[config.mk]
export PLATFORM = sky130hd
export DESIGN_NAME = stc_timer
export DESIGN_NICKNAME = d
export VERILOG_FILES = /design/src/pkg/stc_pkg.sv /design/src/design/stc_timer.sv /design/src/design/stc_edge_sync.sv
export SDC_FILE = /design/constraint.sdc
export NUM_CORES = 1
export LEC_CHECK = 0
export BUFFER_PORTS_ARGS = -buffer_cell sky130_fd_sc_hd__buf_2
export CORE_UTILIZATION = 50
export CTS_CLUSTER_SIZE = 25
export DETAILED_ROUTE_END_ITERATION = 6
export HOLD_SLACK_MARGIN = 0.15
export PLACE_DENSITY = 0.7
export SETUP_SLACK_MARGIN = 0.1
export SLEW_MARGIN = 20
export SYNTH_ARGS = -nofsm -noshare
export SYNTH_HDL_FRONTEND = slang
export SYNTH_HIERARCHICAL = 1
export SYNTH_SLANG_ARGS = --single-unit
[constraint.sdc]
create_clock -name CLK -period 2.8 [get_ports CLK]
set_input_delay 0.56 -clock CLK [delete_from_list [all_inputs] [get_ports CLK]]
set_output_delay 0.56 -clock CLK [all_outputs]
set_load 0.03 [all_outputs]
[src/pkg/stc_pkg.sv]
// shared constants for the sixteen bit timer counter
package stc_pkg;
  // ==========================================================
  // register offsets (plain port, byte-wide registers)
  localparam logic [3:0] OFF_CONTROL   = 4'h0;
  localparam logic [3:0] OFF_COUNT_LO  = 4'h1;
  localparam logic [3:0] OFF_COUNT_HI  = 4'h2;
  localparam logic [3:0] OFF_IRQ_STAT  = 4'h3;
  localparam logic [3:0] OFF_IRQ_MASK  = 4'h4;
  // ==========================================================
  // control field positions
  localparam int BIT_RUN      = 0;
  localparam int BIT_CLK_SEL  = 1;
  localparam int BIT_SYNC_BYP = 2;
  localparam int BIT_OSC_EN   = 3;
  localparam int BIT_PRE_LO   = 4;
  localparam int BIT_PRE_HI   = 5;
  localparam int BIT_SYS_RUN  = 6;
  localparam int BIT_WIDE     = 7;
  // ==========================================================
  // status bit positions
  localparam int BIT_IRQ_OVF  = 0;
  localparam int BIT_IRQ_SET  = 1;
  // ==========================================================
  // reset values, count maximum and internal divider match
  localparam logic [7:0]  CONTROL_RST = 8'h00;
  localparam logic [15:0] COUNT_RST   = 16'h0000;
  localparam logic [15:0] COUNT_MAX   = 16'hFFFF;
  localparam logic [1:0]  IRQ_RST     = 2'h0;
  localparam logic [1:0]  INT_DIV     = 2'h3;   // internal clock is osc/4
endpackage

[src/design/stc_timer.sv]
// sixteen bit timer counter with control, interrupt and byte access
// How it works
// [RQ1] the count is two readable and writable bytes, low and high.
// [RQ2] rolling over from FFFF to 0000 sets the sticky overflow flag.
// [RQ3] the special event trigger from the capture compare unit clears the count.
// [RQ4] control bit 0 runs the counter when set and stops it when clear.
// [RQ5] control bit 7 makes the two bytes one atomic sixteen bit access via a high buffer.
// [RQ6] control bit 6 is read only and shows whether the system clock comes from this oscillator.
// [RQ7] control bit 3 enables the timer oscillator, clearing it shuts the oscillator down.
// [RQ8] control bit 1 selects rising edges on the count pin, else the clock divided by four.
// [RQ9] control bits 5 and 4 prescale the selected clock by 1, 2, 4 or 8.
// [RQ10] with the pin selected bit 2 bypasses synchronisation, else it is ignored.
`timescale 1ns/100ps
`default_nettype none
module stc_timer #(
  parameter int PRE_W = 3
) (
  input  wire logic       CLK,
  input  wire logic       RSTN,
  input  wire logic [3:0] ADDR,
  input  wire logic [7:0] WDATA,
  input  wire logic       WR,
  input  wire logic       RD,
  output logic      [7:0] RDATA,
  input  wire logic       EXT_COUNT_PIN,
  input  wire logic       SPECIAL_EVENT,
  input  wire logic       SYSCLK_FROM_TIMER_OSC,
  output logic            TIMER_OSC_ENABLE,
  output logic            IRQ
);
  // ==========================================================
  // state
  logic [7:0]       ctrl_reg, ctrl_next;
  logic [15:0]      count_reg, count_next;
  logic [7:0]       hbuf_reg, hbuf_next;
  logic [1:0]       idiv_reg, idiv_next;
  logic [PRE_W-1:0] pre_reg, pre_next;
  logic [1:0]       stat_reg, stat_next;
  logic [1:0]       mask_reg, mask_next;
  logic [7:0]       rdata_reg, rdata_next;
  logic             ext_rise, src_tick, pre_tick, ovf;
  logic             wr_ctl, wr_lo, wr_hi, wr_st, wr_mk;
  logic             ext_mode;
  logic [PRE_W-1:0] pre_lim;

  function automatic logic hit(input logic [3:0] a, input logic [3:0] o, input logic s);
    hit = s && (a == o);
  endfunction

  assign ext_mode = ctrl_reg[stc_pkg::BIT_CLK_SEL];

  // ==========================================================
  // pin edge detection, synchroniser bypassable in pin mode only
  stc_edge_sync stc_edge_sync_i (
    .clk    (CLK),
    .rst_n  (RSTN),
    .pin    (EXT_COUNT_PIN),
    .bypass (ctrl_reg[stc_pkg::BIT_SYNC_BYP] & ext_mode), // RQ10
    .rise   (ext_rise)
  );

  // ==========================================================
  // write decode
  always_comb begin
    wr_ctl = hit(ADDR, stc_pkg::OFF_CONTROL, WR);
    wr_lo  = hit(ADDR, stc_pkg::OFF_COUNT_LO, WR);
    wr_hi  = hit(ADDR, stc_pkg::OFF_COUNT_HI, WR);
    wr_st  = hit(ADDR, stc_pkg::OFF_IRQ_STAT, WR);
    wr_mk  = hit(ADDR, stc_pkg::OFF_IRQ_MASK, WR);
  end

  // ==========================================================
  // clock source, prescaler and counter
  always_comb begin
    idiv_next = idiv_reg + 2'h1;
    src_tick  = ext_mode ? ext_rise : (idiv_reg == stc_pkg::INT_DIV); // RQ8
    pre_lim   = PRE_W'((1 << ctrl_reg[stc_pkg::BIT_PRE_HI:stc_pkg::BIT_PRE_LO]) - 1); // RQ9
    pre_next  = pre_reg;
    pre_tick  = 1'b0;
    if (ctrl_reg[stc_pkg::BIT_RUN] && src_tick) begin // RQ4
      if (pre_reg >= pre_lim) begin
        pre_next = '0;
        pre_tick = 1'b1;
      end else begin
        pre_next = pre_reg + PRE_W'(1);
      end
    end
    count_next = count_reg;
    ovf        = 1'b0;
    if (pre_tick) begin
      count_next = count_reg + 16'h0001;
      ovf        = (count_reg == stc_pkg::COUNT_MAX); // RQ2
    end
    hbuf_next = hbuf_reg;
    if (wr_lo) begin // RQ1
      if (ctrl_reg[stc_pkg::BIT_WIDE])
        count_next = {hbuf_reg, WDATA}; // RQ5
      else
        count_next[7:0] = WDATA;
    end
    if (wr_hi) begin
      if (ctrl_reg[stc_pkg::BIT_WIDE])
        hbuf_next = WDATA; // RQ5
      else
        count_next[15:8] = WDATA; // RQ1
    end
    if (RD && ADDR == stc_pkg::OFF_COUNT_LO && ctrl_reg[stc_pkg::BIT_WIDE])
      hbuf_next = count_reg[15:8]; // RQ5
    if (SPECIAL_EVENT) begin
      count_next = stc_pkg::COUNT_RST; // RQ3
      pre_next   = '0;
    end
  end

  // ==========================================================
  // control, interrupt and read data
  always_comb begin
    ctrl_next = ctrl_reg;
    if (wr_ctl)
      ctrl_next = WDATA;
    ctrl_next[stc_pkg::BIT_SYS_RUN] = SYSCLK_FROM_TIMER_OSC; // RQ6
    mask_next = wr_mk ? WDATA[1:0] : mask_reg;
    stat_next = stat_reg & ~(wr_st ? WDATA[1:0] : 2'h0);
    if (ovf)
      stat_next[stc_pkg::BIT_IRQ_OVF] = 1'b1; // RQ2
    if (SPECIAL_EVENT)
      stat_next[stc_pkg::BIT_IRQ_SET] = 1'b1;
    rdata_next = 8'h00;
    if (RD) begin
      case (ADDR)
        stc_pkg::OFF_CONTROL:  rdata_next = ctrl_reg;
        stc_pkg::OFF_COUNT_LO: rdata_next = count_reg[7:0];
        stc_pkg::OFF_COUNT_HI: rdata_next = ctrl_reg[stc_pkg::BIT_WIDE] ? hbuf_reg
                                                                         : count_reg[15:8];
        stc_pkg::OFF_IRQ_STAT: rdata_next = {6'h00, stat_reg};
        stc_pkg::OFF_IRQ_MASK: rdata_next = {6'h00, mask_reg};
        default:               rdata_next = 8'h00;
      endcase
    end
  end

  // registers
  always_ff @(posedge CLK) begin
    if (!RSTN) begin
      ctrl_reg  <= stc_pkg::CONTROL_RST;
      count_reg <= stc_pkg::COUNT_RST;
      hbuf_reg  <= 8'h00;
      idiv_reg  <= 2'h0;
      pre_reg   <= '0;
      stat_reg  <= stc_pkg::IRQ_RST;
      mask_reg  <= stc_pkg::IRQ_RST;
      rdata_reg <= 8'h00;
    end else begin
      ctrl_reg  <= ctrl_next;
      count_reg <= count_next;
      hbuf_reg  <= hbuf_next;
      idiv_reg  <= idiv_next;
      pre_reg   <= pre_next;
      stat_reg  <= stat_next;
      mask_reg  <= mask_next;
      rdata_reg <= rdata_next;
    end
  end

  // outputs
  assign RDATA            = rdata_reg;
  assign TIMER_OSC_ENABLE = ctrl_reg[stc_pkg::BIT_OSC_EN]; // RQ7
  assign IRQ              = |(stat_reg & mask_reg);
endmodule
`default_nettype wire

[src/design/stc_edge_sync.sv]
// optional two stage synchroniser and rising edge detector for the count pin
`timescale 1ns/100ps
`default_nettype none
module stc_edge_sync (
  input  wire logic clk,
  input  wire logic rst_n,
  input  wire logic pin,
  input  wire logic bypass,
  output logic      rise
);
  logic meta_reg, meta_next;
  logic sync_reg, sync_next;
  logic last_reg, last_next;
  logic samp;

  // next values; bypass skips both synchroniser stages and samples the pin directly for lower latency
  always_comb begin
    meta_next = pin;
    sync_next = meta_reg;
    samp      = bypass ? pin : sync_reg;
    last_next = samp;
    rise      = samp & ~last_reg;
  end

  // registers
  always_ff @(posedge clk) begin
    if (!rst_n) begin
      meta_reg <= 1'b0;
      sync_reg <= 1'b0;
      last_reg <= 1'b0;
    end else begin
      meta_reg <= meta_next;
      sync_reg <= sync_next;
      last_reg <= last_next;
    end
  end
endmodule
`default_nettype wire

==> results list <==
- Global routing used 25.44% of the available tracks.
- Post-CTS setup buffer count: 0
- Including well taps, the total number of placed cells is 392.
- The floorplan has 26 rows.
- Outcome: complete, no violations
* Endpoint kind of the worst setup timing path: flop
- Main flop type after synthesis: sky130_fd_sc_hd__dfxtp_1
- Relative to the synthesized area, the layout overhead comes to 10.76%.
- CTS tree: done
- Average cell area after synthesis: 8.849 um2
- Dividing the detail-routed wire length by the instance count gives 16.50 um.
* Clock buffer depth: 2
- Leaving out fill and tap cells, the most frequent cells in the layout are sky130_fd_sc_hd__dfxtp_1 (52), sky130_fd_sc_hd__buf_2 (28), sky130_fd_sc_hd__nand2_1 (27).
* Number of sinks on the clock net: 52
- Together, buffers and inverters on the worst path number 0.
- The number of antenna violations at the first check in global routing was 0.
- Fraction of layout instances using a drive strength above 1: 14.85%
* Min-Delay Path Class: flop to flop
- Slowest cell delay on critical path: 0.61 ns
* RePlAce Congestion: 0.8663
- On the critical path the largest part of the delay comes from simple AND/OR/NAND/NOR gates.
- Number of placed I/O pins: 29
- Chain of cells forming the critical path: or2_2 -> ha_1 -> nor2b_1 -> o21a_1 -> or4_1 -> xor2_1 -> o22ai_1
- Critical Path RT: 2.98 ns
- Leakage power summed over all cells: 1.016 nW
- Post-route fraction of the period consumed by the critical path: 81.44%
- Final TNS setup: 0 ns
- Measured against its own limit, the worst slew margin works out to 60.03%.
* Cell taking the most area after synthesis: sky130_fd_sc_hd__dfxtp_1
- Max IR drop VDD: 293.8 uV
- For this run, the number of standard cells in the final layout without fillers is 400.
- Count of yosys warnings during synthesis: 6
* # Max-Cap Violations: 0
- Vertical extent of the die: 75.47 um
- Synthesized instance count: 305
- Number of routed nets with antenna violations: 0
- The region available for standard cell placement spans 0.005140 mm2.
- Worst setup path class: flop to flop
* Post-DP HPWL: 4962 um
* Total standard cell area after synthesis: 0.002699 mm2
* CP max stage cell: sky130_fd_sc_hd__or4_1
- STA puts the critical path data arrival time at 2.46 ns.
* Seq/Total Area, Yosys: 38.57%
- Number of nets in the final layout: 354
* Setup-violating endpoint count in the final report: 0
- For this run, asynchronously set or reset flops after synthesis account for 0%.
- Number of hold buffers added after CTS: 0
- Entering global routing, the biggest net connects 20 pins.
- Maximum fanout encountered on the critical timing path: 15
- On the final layout, the worst clock skew is 0.01262 ns.
- Final Critical Period: 2.280 ns
- Number of detailed-route iterations in the first pass: 4
* Largest cells by area after synthesis: sky130_fd_sc_hd__dfxtp_1 (39%), sky130_fd_sc_hd__mux2i_1 (9.3%), sky130_fd_sc_hd__xnor2_1 (4.5%), sky130_fd_sc_hd__a22oi_1 (4.2%), sky130_fd_sc_hd__nand2_1 (3.8%)
- Wirelength, routed: 6598 um
* Post-synthesis cell type count: 44
- Initial DRC Count: 201
- The max-slew violation total from the final report is 0.
- Die X: 75.47 um
- Share of Yosys cell area claimed by the top area cell type: 38.57%
- Number of antenna repair diodes: 0
- Synth Net Count: 330
* Total CTS buffers: 5
- The worst setup path is launched from a flop.
* Reg clk slew, reported paths: 0.09 ns
- Number of synthesized register bits: 52
- Overall power consumption: 0.001305 W
* Worst setup slack after layout: 0.5197 ns
- The H-tree generated during clock tree synthesis spans 2 levels.
* Slew @ Worst Pin: 0.5973 ns
- Number of gates given a new drive strength after cts: 0
* Post-synth EDFFs: 0
- Port buffering added 28 buffers.
- At the placement stage, the worst setup path has a slack of 0.4153 ns.
- Global route total overflow: 0
- Most common library cell in the layout ignoring fill and taps: sky130_fd_sc_hd__dfxtp_1
- The register with the most flip-flops in the layout has 16 of them.
* Total DRC errors in the routed layout: 0
- Power Density: 436.4 mW/mm2
- Setup repair after global routing left no endpoint under its margin.
* Final hold violation count: 0
- The via count of the first global-routing pass was 2,057.
* Wire length of the first global-routing pass: 10,520 um
* Clock latency of the later-clocked register in the worst-skew pair: 0.31 ns
- Initial core utilization: 52.51%
- The tree is rooted in a sky130_fd_sc_hd__clkbuf_8.
- The detailed router placed 2,296 vias in this run.
* Via/cell ratio: 5.740
- Die Area: 0.005696 mm2
- Max Clk Rate: 438.5 MHz
[where the power goes]
group / total (W) / switching, W / internal [W] / leakage (nW)
Combinational: 0.0000926 / 0.0000555 / 0.0000371 / 0.551
Clock: 0.000456 / 0.000255 / 0.000202 / 0.0445
Sequential: 0.000756 / 0.00000712 / 0.000748 / 0.421
Total: 0.00130 / 0.000318 / 0.000987 / 1.02
[through the flow]
stage	hold WS (ns)	utilization, %	instance area, um2
3_5_place_dp	0.4136	56.33	2895
5_1_grt	0.4399	58.15	2989
6_report	0.4295	58.15	2989
2_1_floorplan	0.3984	-	2699
3_3_place_gp	0.4124	56.33	2895
4_1_cts	0.4283	58.15	2989
[layout make-up]
class                   count  area, um2
clock inverters             1      7.507
well taps                  70      87.58
repair buffers             33      177.7
flip-flops and latches     52       1041
multi-input cells         235       1582
fillers                   491       2151
clock buffers               7      86.33
inverters                   2      7.507
[final timing paths]
kind,startpoint,to,slack (ns),cells after the start
max,ctrl_reg[5],count_reg[14],0.52,7
min,idiv_reg[0],idiv_reg[0],0.43,1
max reg2reg,ctrl_reg[5],count_reg[14],0.52,7
min reg2reg,idiv_reg[0],idiv_reg[0],0.43,1
[routing by layer]
metal,part of all wire (%),GRT usage [%],vias up
met3,5.5,5.952,12
met2,44,36.81,70
met4,1.9,8.230,0
met1,49,37.20,1066
met5,0,0,-
li1,-,-,1148
[synthesized netlist by cell type, drive strengths merged (2+ instances only)]
library cell and number:
and4 3, or3 2, dfxtp 52, nor2b 14
nor4 7, and2 7, xnor2 14, mux2i 25
a21boi 9, nand2 27, nand3 11, nand4 3
ha 6, and3 4, clkbuf 10, nor2 19
a32oi 2, o22ai 6, mux2 3, or2 2
a22oi 15, o221ai 2, o22a 6, inv 2
o21ai 13, nor3 6, a21oi 18, buf 6
[cell families (layout without fill, tap and decap cells)]
kind of cell,count (synthesis),count (layout),share of synthesized area [%]
AOI/OAI and AO/OA,73,73,17.66
buffers and inverters,18,43,2.828
muxes,28,28,10.52
adders and majority gates,6,6,2.782
and+or+nand+nor,113,113,22.76
xor gates and xnor gates,15,15,4.868
DFF,52,52,38.57
[worst reg2reg max path, delay by kind of cell, from the launching register on]
family / cells / cell delay (ns)
compound gates: 2 / 0.44
xor+xnor: 1 / 0.15
fa+ha+maj: 1 / 0.27
flops: 1 / 0.35
simple gates: 3 / 0.94
Note: power is estimated with default switching activity, not from simulation.
